**config.mk**
```make
export PLATFORM = sky130hd
export DESIGN_NAME = link_reg_bank
export DESIGN_NICKNAME = d
export VERILOG_FILES = /design/src/logic/link_reg_bank.v
export VERILOG_INCLUDE_DIRS = /design/src /design/src/common
export SDC_FILE = /design/constraint.sdc
export NUM_CORES = 1
export LEC_CHECK = 0
export ABC_AREA = 1
export ABC_CLOCK_PERIOD_IN_PS = 6000
export BUFFER_PORTS_ARGS = -buffer_cell sky130_fd_sc_hd__buf_2
export CORE_ASPECT_RATIO = 2
export CORE_MARGIN = 3
export CORE_UTILIZATION = 35
export DETAILED_ROUTE_END_ITERATION = 8
export PLACE_DENSITY = 0.48
export SYNTH_ARGS = -nofsm -noshare
export SYNTH_HDL_FRONTEND = slang
export SYNTH_SLANG_ARGS = --single-unit
```
**constraint.sdc**
```tcl
create_clock -name ref_clk_i -period 6 [get_ports ref_clk_i]
set_clock_uncertainty 0.1 [all_clocks]
set_input_delay 0.3 -clock ref_clk_i [delete_from_list [all_inputs] [get_ports ref_clk_i]]
set_output_delay 0.3 -clock ref_clk_i [all_outputs]
set_load 0.1 [all_outputs]
```
**src/common/link_regs_consts.vh**
```
/*
 * Register map, field layout and reset values of the link register bank.
 * Assumes a 64-bit register port with word addresses; included by name.
 */
`ifndef LINK_REGS_CONSTS_VH
`define LINK_REGS_CONSTS_VH

// ****************************************************************
// register indices (word address on the register port)
// ****************************************************************
`define REG_STATUS_GENERAL   4'h0
`define REG_STATUS_INIT      4'h1
`define REG_CONTROL          4'h2
`define REG_NONPOSTED_TALLY  4'h3
`define REG_POSTED_TALLY     4'h4
`define REG_READ_TALLY       4'h5
`define REG_BAD_PKT_TALLY    4'h6
`define REG_RESPONSE_TALLY   4'h7
`define REG_TX_RETRY_TALLY   4'h8
`define REG_RX_RETRY_TALLY   4'h9
`define REG_FLIP_TALLY       4'ha
`define REG_TALLY_CLEAR      4'hb

// ****************************************************************
// field widths
// ****************************************************************
`define LANE_W               16
`define CREDIT_W             10
`define RETRY_W              5
`define SLIP_W               8
`define BUFSZ_W              8

// ****************************************************************
// status general field positions
// ****************************************************************
`define SG_LINK_READY        0
`define SG_TRAINING          1
`define SG_ASLEEP            2
`define SG_LANE_FLIP         3
`define SG_SERDES_DONE       8
`define SG_FAR_CREDIT_LSB    16
`define SG_LOCAL_CREDIT_LSB  32
`define SG_INVERSION_LSB     48

// ****************************************************************
// status init field positions
// ****************************************************************
`define SI_LOCK_LSB          0
`define SI_PARTIAL_LSB       16
`define SI_FULL_LSB          32
`define SI_EVERY_ALIGNED     48
`define SI_TX_PHASE_LSB      49
`define SI_FAR_TRAINING      51

// ****************************************************************
// control field positions
// ****************************************************************
`define CT_DEVICE_RESET_LOW  0
`define CT_LOCK_PERMIT       1
`define CT_SLEEP_REQUEST     2
`define CT_SCRAMBLE_BYPASS   3
`define CT_LIMITER_CTL       4
`define CT_FIRST_STACK_ID    5
`define CT_SUPPRESS_CREDIT   6
`define CT_BUFSZ_LSB         16
`define CT_TRIGGER_LSB       32
`define CT_SEND_COUNT_LSB    40
`define CT_SLIP_LSB          48

// ****************************************************************
// reset values of the control fields
// ****************************************************************
`define RST_DEVICE_RESET_LOW 1'h1
`define RST_LOCK_PERMIT      1'h1
`define RST_SLEEP_REQUEST    1'h1
`define RST_SCRAMBLE_BYPASS  1'h1
`define RST_LIMITER_CTL      1'h1
`define RST_FIRST_STACK_ID   1'h0
`define RST_SUPPRESS_CREDIT  1'h0
`define RST_RETRY_TRIGGER    5'h10
`define RST_RETRY_SEND       5'h14
`define RST_SLIP_INTERVAL    8'h24

// ****************************************************************
// transmit init phase codes
// ****************************************************************
`define TX_PHASE_FIRST_NULL  2'h0
`define TX_PHASE_TRAINING    2'h1
`define TX_PHASE_SECOND_NULL 2'h3

`endif

```
**src/logic/link_reg_bank.v**
```verilog
/*
 * Register bank of a serial-link memory controller: status, performance
 * tallies, control settings and error tallies.
 * Assumes the link logic drives status and event pulses on ref_clk_i and
 * the register master issues one-cycle read or write strobes.
 */
`timescale 1ns/1ps
`include "link_regs_consts.vh"

// What this block does
// - read-only link ready flag, reset zero, written by link logic
// - read-only training-in-progress flag, reset zero
// - read-only flag showing memory device asleep, reset zero
// - lane order status bit: one means lanes connected reversed
// - read-only serdes reset done flag, reset zero
// - two 10-bit read-only credit counts, far and local buffer
// - per-lane read-only inversion bits, one means lane data inverted
// - per-lane lock, partial and full align vectors plus all-aligned bit
// - 2-bit transmit init phase: 0 first null, 1 training, 3 second null
// - read-only flag set when far end sends training packets
// - 64-bit tallies of received poisoned packets and responses
// - 64-bit tally of issued non-posted requests of every type
// - 64-bit tallies of issued posted writes and read requests
// - read-write active-low memory device reset, resets to one
// - read-write bit permitting descramblers to lock, resets to one
// - sleep request bit resets to one; asleep flag shows real entry
// - read-write test bit bypassing scrambler and descrambler, resets one
// - read-write run length limiter control bit, resets to one
// - debug bit, reset zero, stops credit return packets when set
// - retry trigger count resets 0x10, retry send count resets 0x14
// - bit-slip pulse interval setting, resets to 0x24
// - 32-bit error tallies: tx retries, rx retries, limiter flips
// - tally clear bit clears error tallies then clears itself
// - error responses are not counted in the response tally
module link_reg_bank #(
	parameter [`BUFSZ_W-1:0] LOCAL_BUFFER_RESET = 8'hff // local buffer size
) (
	input  wire                 ref_clk_i,            // clock, 50 MHz
	input  wire                 rst_i,                // sync reset, high
	// register port
	input  wire [3:0]           rf_address_i,         // word address
	input  wire                 rf_read_en_i,         // read strobe
	input  wire                 rf_write_en_i,        // write strobe
	input  wire [63:0]          rf_write_data_i,      // write data
	output reg  [63:0]          rf_read_data_o,       // read data
	output reg                  rf_access_complete_o, // access done pulse
	output reg                  rf_invalid_address_o, // unmapped access
	// status from link logic
	input  wire                 link_ready_i,         // link up
	input  wire                 training_active_i,    // training running
	input  wire                 device_asleep_i,      // device sleeping
	input  wire                 lane_order_flipped_i, // lanes reversed
	input  wire                 serdes_reset_done_i,  // serdes ready
	input  wire [`CREDIT_W-1:0] far_buffer_credit_i,  // far credits left
	input  wire [`CREDIT_W-1:0] local_buffer_credit_i, // local credits
	input  wire [`LANE_W-1:0]   per_lane_inversion_i, // lane inverted
	input  wire [`LANE_W-1:0]   per_lane_lock_i,      // lane locked
	input  wire [`LANE_W-1:0]   per_lane_partial_i,   // partially aligned
	input  wire [`LANE_W-1:0]   per_lane_full_i,      // fully aligned
	input  wire                 every_lane_aligned_i, // all aligned
	input  wire [1:0]           transmit_init_phase_i, // tx init phase
	input  wire                 far_training_seen_i,  // far sends training
	// event pulses from link logic
	input  wire                 nonposted_sent_i,     // np request issued
	input  wire                 posted_write_sent_i,  // posted write issued
	input  wire                 read_req_sent_i,      // read issued
	input  wire                 bad_packet_rcvd_i,    // poisoned received
	input  wire                 response_rcvd_i,      // response received
	input  wire                 response_is_error_i,  // with response: error
	input  wire                 tx_retry_i,           // tx link retry
	input  wire                 rx_retry_i,           // rx retry succeeded
	input  wire                 limiter_flip_i,       // limiter bit flip
	// control to link logic
	output reg                  device_reset_low_o,   // device reset, low
	output reg                  lock_permit_o,        // allow lock
	output reg                  sleep_request_o,      // request sleep
	output reg                  scramble_bypass_o,    // scrambler off
	output reg                  bit_run_limiter_ctl_o, // limiter control
	output reg                  first_stack_id_o,     // first stack id
	output reg                  suppress_credit_return_o, // no tret
	output reg  [`BUFSZ_W-1:0]  local_buffer_size_o,  // rx buffer size
	output reg  [`RETRY_W-1:0]  retry_pkt_trigger_o,  // rx retry threshold
	output reg  [`RETRY_W-1:0]  retry_pkt_send_count_o, // retries to send
	output reg  [`SLIP_W-1:0]   slip_pulse_interval_o // slip spacing
);

	// ****************************************************************
	// status capture
	// ****************************************************************
	reg                 link_ready_q;
	reg                 training_active_q;
	reg                 device_asleep_q;
	reg                 lane_order_flipped_q;
	reg                 serdes_reset_done_q;
	reg [`CREDIT_W-1:0] far_buffer_credit_q;
	reg [`CREDIT_W-1:0] local_buffer_credit_q;
	reg [`LANE_W-1:0]   per_lane_inversion_q;
	reg [`LANE_W-1:0]   per_lane_lock_q;
	reg [`LANE_W-1:0]   per_lane_partial_q;
	reg [`LANE_W-1:0]   per_lane_full_q;
	reg                 every_lane_aligned_q;
	reg [1:0]           transmit_init_phase_q;
	reg                 far_training_seen_q;

	always @(posedge ref_clk_i) begin
		if (rst_i) begin
			link_ready_q          <= 1'b0;
			training_active_q     <= 1'b0;
			device_asleep_q       <= 1'b0;
			lane_order_flipped_q  <= 1'b0;
			serdes_reset_done_q   <= 1'b0;
			far_buffer_credit_q   <= {`CREDIT_W{1'b0}};
			local_buffer_credit_q <= {`CREDIT_W{1'b0}};
			per_lane_inversion_q  <= {`LANE_W{1'b0}};
			per_lane_lock_q       <= {`LANE_W{1'b0}};
			per_lane_partial_q    <= {`LANE_W{1'b0}};
			per_lane_full_q       <= {`LANE_W{1'b0}};
			every_lane_aligned_q  <= 1'b0;
			transmit_init_phase_q <= `TX_PHASE_FIRST_NULL;
			far_training_seen_q   <= 1'b0;
		end else begin
			link_ready_q          <= link_ready_i;
			training_active_q     <= training_active_i;
			device_asleep_q       <= device_asleep_i;
			lane_order_flipped_q  <= lane_order_flipped_i;
			serdes_reset_done_q   <= serdes_reset_done_i;
			far_buffer_credit_q   <= far_buffer_credit_i;
			local_buffer_credit_q <= local_buffer_credit_i;
			per_lane_inversion_q  <= per_lane_inversion_i;
			per_lane_lock_q       <= per_lane_lock_i;
			per_lane_partial_q    <= per_lane_partial_i;
			per_lane_full_q       <= per_lane_full_i;
			every_lane_aligned_q  <= every_lane_aligned_i;
			transmit_init_phase_q <= transmit_init_phase_i;
			far_training_seen_q   <= far_training_seen_i;
		end
	end

	// ****************************************************************
	// performance tallies
	// ****************************************************************
	// order: nonposted, posted, read, poisoned, response
	reg  [63:0] perf_q [0:4];
	wire [4:0]  perf_inc;

	assign perf_inc[0] = nonposted_sent_i;
	assign perf_inc[1] = posted_write_sent_i;
	assign perf_inc[2] = read_req_sent_i;
	assign perf_inc[3] = bad_packet_rcvd_i;
	// error responses stay out of the response tally
	assign perf_inc[4] = response_rcvd_i & ~response_is_error_i;

	genvar gi;
	generate
		for (gi = 0; gi < 5; gi = gi + 1) begin : g_perf
			always @(posedge ref_clk_i) begin
				if (rst_i) begin
					perf_q[gi] <= 64'h0;
				end else if (perf_inc[gi]) begin
					perf_q[gi] <= perf_q[gi] + 64'h1;
				end
			end
		end
	endgenerate

	// ****************************************************************
	// error tallies and their clear
	// ****************************************************************
	// order: tx retry, rx retry, limiter flip
	reg  [31:0] err_q [0:2];
	wire [2:0]  err_inc;
	reg         tally_clear_q;
	wire        clear_wr;

	assign err_inc  = {limiter_flip_i, rx_retry_i, tx_retry_i};
	assign clear_wr = rf_write_en_i
		&& (rf_address_i == `REG_TALLY_CLEAR)
		&& rf_write_data_i[0];

	// set by software, dropped by hardware once the clear is done
	always @(posedge ref_clk_i) begin
		if (rst_i) begin
			tally_clear_q <= 1'b0;
		end else if (clear_wr) begin
			tally_clear_q <= 1'b1;
		end else begin
			tally_clear_q <= 1'b0;
		end
	end

	generate
		for (gi = 0; gi < 3; gi = gi + 1) begin : g_err
			always @(posedge ref_clk_i) begin
				if (rst_i) begin
					err_q[gi] <= 32'h0;
				end else if (tally_clear_q) begin
					// clear wins over an increment in the same cycle
					err_q[gi] <= 32'h0;
				end else if (err_inc[gi]) begin
					err_q[gi] <= err_q[gi] + 32'h1;
				end
			end
		end
	endgenerate

	// ****************************************************************
	// control settings
	// ****************************************************************
	wire ctl_wr;

	assign ctl_wr = rf_write_en_i && (rf_address_i == `REG_CONTROL);

	always @(posedge ref_clk_i) begin
		if (rst_i) begin
			device_reset_low_o       <= `RST_DEVICE_RESET_LOW;
			lock_permit_o            <= `RST_LOCK_PERMIT;
			sleep_request_o          <= `RST_SLEEP_REQUEST;
			scramble_bypass_o        <= `RST_SCRAMBLE_BYPASS;
			bit_run_limiter_ctl_o    <= `RST_LIMITER_CTL;
			first_stack_id_o         <= `RST_FIRST_STACK_ID;
			suppress_credit_return_o <= `RST_SUPPRESS_CREDIT;
			local_buffer_size_o      <= LOCAL_BUFFER_RESET;
			retry_pkt_trigger_o      <= `RST_RETRY_TRIGGER;
			retry_pkt_send_count_o   <= `RST_RETRY_SEND;
			slip_pulse_interval_o    <= `RST_SLIP_INTERVAL;
		end else if (ctl_wr) begin
			device_reset_low_o <=
				rf_write_data_i[`CT_DEVICE_RESET_LOW];
			lock_permit_o <=
				rf_write_data_i[`CT_LOCK_PERMIT];
			sleep_request_o <=
				rf_write_data_i[`CT_SLEEP_REQUEST];
			scramble_bypass_o <=
				rf_write_data_i[`CT_SCRAMBLE_BYPASS];
			bit_run_limiter_ctl_o <=
				rf_write_data_i[`CT_LIMITER_CTL];
			first_stack_id_o <=
				rf_write_data_i[`CT_FIRST_STACK_ID];
			suppress_credit_return_o <=
				rf_write_data_i[`CT_SUPPRESS_CREDIT];
			local_buffer_size_o <= rf_write_data_i[
				`CT_BUFSZ_LSB +: `BUFSZ_W];
			retry_pkt_trigger_o <= rf_write_data_i[
				`CT_TRIGGER_LSB +: `RETRY_W];
			retry_pkt_send_count_o <= rf_write_data_i[
				`CT_SEND_COUNT_LSB +: `RETRY_W];
			slip_pulse_interval_o <= rf_write_data_i[
				`CT_SLIP_LSB +: `SLIP_W];
		end
	end

	// ****************************************************************
	// register read mux
	// ****************************************************************
	reg [63:0] rd_d;
	reg        bad_addr_d;

	always @* begin
		rd_d       = 64'h0;
		bad_addr_d = 1'b0;
		case (rf_address_i)
			`REG_STATUS_GENERAL: begin
				rd_d[`SG_LINK_READY]  = link_ready_q;
				rd_d[`SG_TRAINING]    = training_active_q;
				rd_d[`SG_ASLEEP]      = device_asleep_q;
				rd_d[`SG_LANE_FLIP]   = lane_order_flipped_q;
				rd_d[`SG_SERDES_DONE] = serdes_reset_done_q;
				rd_d[`SG_FAR_CREDIT_LSB +: `CREDIT_W] =
					far_buffer_credit_q;
				rd_d[`SG_LOCAL_CREDIT_LSB +: `CREDIT_W] =
					local_buffer_credit_q;
				rd_d[`SG_INVERSION_LSB +: `LANE_W] =
					per_lane_inversion_q;
			end
			`REG_STATUS_INIT: begin
				rd_d[`SI_LOCK_LSB +: `LANE_W]    = per_lane_lock_q;
				rd_d[`SI_PARTIAL_LSB +: `LANE_W] = per_lane_partial_q;
				rd_d[`SI_FULL_LSB +: `LANE_W]    = per_lane_full_q;
				rd_d[`SI_EVERY_ALIGNED]          = every_lane_aligned_q;
				rd_d[`SI_TX_PHASE_LSB +: 2]      = transmit_init_phase_q;
				rd_d[`SI_FAR_TRAINING]           = far_training_seen_q;
			end
			`REG_CONTROL: begin
				rd_d[`CT_DEVICE_RESET_LOW] = device_reset_low_o;
				rd_d[`CT_LOCK_PERMIT]      = lock_permit_o;
				rd_d[`CT_SLEEP_REQUEST]    = sleep_request_o;
				rd_d[`CT_SCRAMBLE_BYPASS]  = scramble_bypass_o;
				rd_d[`CT_LIMITER_CTL]      = bit_run_limiter_ctl_o;
				rd_d[`CT_FIRST_STACK_ID]   = first_stack_id_o;
				rd_d[`CT_SUPPRESS_CREDIT]  = suppress_credit_return_o;
				rd_d[`CT_BUFSZ_LSB +: `BUFSZ_W] = local_buffer_size_o;
				rd_d[`CT_TRIGGER_LSB +: `RETRY_W] = retry_pkt_trigger_o;
				rd_d[`CT_SEND_COUNT_LSB +: `RETRY_W] =
					retry_pkt_send_count_o;
				rd_d[`CT_SLIP_LSB +: `SLIP_W] = slip_pulse_interval_o;
			end
			`REG_NONPOSTED_TALLY: rd_d = perf_q[0];
			`REG_POSTED_TALLY:    rd_d = perf_q[1];
			`REG_READ_TALLY:      rd_d = perf_q[2];
			`REG_BAD_PKT_TALLY:   rd_d = perf_q[3];
			`REG_RESPONSE_TALLY:  rd_d = perf_q[4];
			`REG_TX_RETRY_TALLY:  rd_d[31:0] = err_q[0];
			`REG_RX_RETRY_TALLY:  rd_d[31:0] = err_q[1];
			`REG_FLIP_TALLY:      rd_d[31:0] = err_q[2];
			`REG_TALLY_CLEAR:     rd_d[0] = tally_clear_q;
			default:              bad_addr_d = 1'b1;
		endcase
	end

	// ****************************************************************
	// register port answer
	// ****************************************************************
	// one access answered per strobe, one cycle later
	always @(posedge ref_clk_i) begin
		if (rst_i) begin
			rf_read_data_o       <= 64'h0;
			rf_access_complete_o <= 1'b0;
			rf_invalid_address_o <= 1'b0;
		end else begin
			rf_access_complete_o <= rf_read_en_i | rf_write_en_i;
			rf_invalid_address_o <= (rf_read_en_i | rf_write_en_i)
				& bad_addr_d;
			if (rf_read_en_i) begin
				rf_read_data_o <= rd_d;
			end
		end
	end

endmodule
```
==> out/qor.yml <==
run_status:
  status: "finished, final reports clean"
sta:
  fin_crit_sh_pct: 55.5
  rsz0062_at_grt: "false"
  finalSetupTns_ns: 0
  worst_slack_ns: 2.67
  fin_crit_ns: 3.33
  maxSlewViolCount: 0
  max_slew_margin_pct: 3.21
  max_freq_mhz: 301
  setup_viol: 0
  hold_viol: 0
  worstMarginPinSlew_ns: 1.44
synth:
  syn_avg_cell_area_um2: 6.69
  yosysWarnings: 0
  ys_types: 32
  synth_area_leader_cell: "edfxtp_1"
  ys_top_cells_by_area: "edfxtp_1 (33%), nand2_1 (18%), nor2_1 (12%), dfxtp_1 (10%), nand3_1 (6.0%)"
  synth_area_mm2: 0.0374
  synthesis.nets: 5774
  synth_cells: 5592
  synth_top_cell_area_share_pct: 33.4
  ys_seq_area_share_pct: 43.7
  ys_seq_elements: 609
floorplanning:
  io_pins: 273
  core.rowCount: 169
  initial_core_util_pct: 35.2
  die_h_um: 468
  die_area_mm2: 0.111
  core_mm2: 0.106
  die_w_um: 237
route:
  drt_iter0_markers: 3064
  wirelength_um: 194000
  drtPass1Iterations: 6
  wire_per_inst_um: 26.3
  drc_errors: 0
  viasPerCell: 5.31
  drtAntennaViolNets: 0
  vias: 39155
worst_setup_path:
  cp-start-kind: "input port"
  end_kind: "flop"
  worst-r2r-setup-slack_ns: 3.04
  r2r_end: "perf_q[0][50]"
  crit_path_max_fanout: 22
  path_class: "input port to flop"
  r2r-start: "perf_q[0][0]"
  worstPathArrival_ns: 3.82
  r2r_cells: 8
  worstPathRequired_ns: 6.50
power_and_ir_drop:
  power_frac_comb_pct: 10.2
  powerDensity_mw_per_mm2: 244
  internal-power_uw: 7570
  p_seq_share_pct: 47.8
  peakVddDrop_mv: 0.196
  power_frac_clock_pct: 42.0
  p_sw_uw: 3130
  leakagePower_uw: 0.0164
  switching_share_pct: 29.3
cts:
  cts_tree: "done"
  h-tree-depth: 3
  root_buffer: "clkbuf_16"
  cts_buffers: 66
  cts_sinks: 609
  clock_latency_ns: 0.68
  clockBufferDepth: 3
  clkTransAtPathRegs_ns: 0.07
final_layout:
  area_growth_syn_to_layout_pct: 17.4
  drive_gt1_share_pct: 7.84
  nFillCells: 11595
  final_nets: 6128
global_route:
  overflow: 0
  grt_first_pass_wirelength_um: 268000
  grt_pass1_vias: 38226
  grt_max_degree: 78
  grt_use_total_pct: 34.1
  antenna_found_initial: 7
placed_design:
  dp_slack_ns: 2.65
  dp_hpwl_um: 156000
  gp_congestion: 1.00
  io_buffers: 241
hold_path:
  hold_path_class: "input port to flop"
  hold-path-endpoint: "perf_q[4][46]"
  hp-start: "response_is_error_i"
  hold_depth: 5
job:
  maxCapViolCount: 0
[layer usage]
layer | part of all wire, % | up-vias | GRT usage (%)
met4 | 11 | 4 | 31.9
li1 | - | 18749 | -
met5 | 0.012 | - | 0
met2 | 50 | 1451 | 61.8
met1 | 33 | 18420 | 33.3
met3 | 4.8 | 531 | 4.73
[area by class of cell]
class / instances / area (um^2) / area share (%)
clock buffers: 97 / 2040 / 4.64
multi-input cells: 4297 / 18500 / 42.1
well taps: 1368 / 1710 / 3.90
inverters: 531 / 1990 / 4.54
flip-flops and latches: 609 / 16400 / 37.2
clock inverters: 23 / 229 / 0.521
diodes: 5 / 12.5 / 0.0285
repair buffers: 441 / 3080 / 7.00
[state kept, by name, summed over array words and instances, names as in the netlist, 2 cells and up]
| signal | count |
|---|---|
| per_lane_inversion_q | 16 |
| err_q | 96 |
| retry_pkt_trigger_o | 5 |
| local_buffer_size_o | 8 |
| per_lane_partial_q | 16 |
| rf_read_data_o | 64 |
| slip_pulse_interval_o | 8 |
| per_lane_full_q | 16 |
| local_buffer_credit_q | 10 |
| perf_q | 320 |
| far_buffer_credit_q | 10 |
| per_lane_lock_q | 16 |
| retry_pkt_send_count_o | 5 |
| transmit_init_phase_q | 2 |
[layout by cell type (no fill, tap or decap), types with 13 or more instances in the layout]
master and count:
nor2_1 1160, or2_2 42, clkbuf_1 13, buf_4 57, xor2_1 42, o21ai_0 215, a21oi_1 380, nand2_1 1762
xnor2_1 18, nand4_1 86, nand3_1 447, o21a_1 16, inv_1 523, edfxtp_1 416, clkbuf_16 74, nor3_1 57
dlygate4sd3_1 142, nand3b_1 21, buf_2 240, dfxtp_1 193
[Yosys cell counts]
master    count
nand2_1    1766
nor2_1     1172
inv_1       525
nand3_1     447
edfxtp_1    416
a21oi_1     380
o21ai_0     217
dfxtp_1     193
clkbuf_1     97
nand4_1      86
nor3_1       57
or2_2        42
xor2_1       42
buf_2        38
nand3b_1     21
buf_1        18
xnor2_1      18
o21a_1       16
ha_1          8
nor3b_1       7
nor2_2        4
and2_1        3
clkinv_1      3
inv_2         3
nor4_1        3
or2_0         3
buf_4         2
and3_1        1
nor2_4        1
nor3_2        1
o22ai_1       1
or3_1         1
[worst max path at each step]
stage                     depth (start not counted)                  to            start  slack [ns]
after floorplan                                   2        perf_q[4][0]  response_rcvd_i        0.49
after global placement                           10  rf_read_data_o[58]  rf_address_i[2]        2.68
after detailed placement                         10  rf_read_data_o[58]  rf_address_i[2]        2.65
after CTS                                        11  rf_read_data_o[58]  rf_address_i[2]        2.81
after global routing                             11  rf_read_data_o[58]  rf_address_i[2]        2.68
final                                            11  rf_read_data_o[58]  rf_address_i[2]        2.67
[power by group through the flow]
stage | clock [uW] | combinational (uW) | sequential (uW)
global route | 4700 | 1180 | 5130
floorplan | 0 | 496 | 5150
finish | 4500 | 1090 | 5120
global placement | 0 | 1000 | 5200
detailed placement | 0 | 1010 | 5200
CTS | 4550 | 1090 | 5110
[worst max-delay path, stage by stage]
cell	delay, ns
dlygate4sd3_1	0.52
buf_2	0.18
inv_1	0.13
nor2_4	0.53
nand2_1	0.68
buf_4	0.45
o21ai_0	0.65
nor2_1	0.09
nand2_1	0.08
nand2_1	0.05
a21oi_1	0.14
[logic make-up (layout without fill, tap and decap cells)]
group,Yosys count,in the layout,share of synthesized area (%)
other,0,5,0
buffers and inverters,686,1092,7.03
DFF,609,609,43.7
AOI/OAI and AO/OA,614,614,8.33
adders and majority gates,8,8,0.268
and+or+nand+nor,3615,3615,39.2
xor gates and xnor gates,60,60,1.41
[per-stage QoR]
stage	total power, uW	hold slack, ns	instances	instance area, um^2	util (%)
after CTS	10700	0.0999	7365	43900	41.3
after global routing	11000	0.152	7368	43900	41.4
after detailed placement	6210	0.353	7103	40200	37.9
after floorplan	5640	0.307	5592	37400	-
after global placement	6200	0.351	7103	40200	37.9
final	10700	0.134	7371	43900	41.4
[repair_timing]
item / 4_1_cts / 5_1_grt
gates resized for setup: 0 / 0
setup endpoints to repair: 0 / 0
hold buffers: 142 / 0
buffers inserted: 0 / 0
endpoints found under the hold margin: 145 / 0
(Power assumes the default switching activity.)
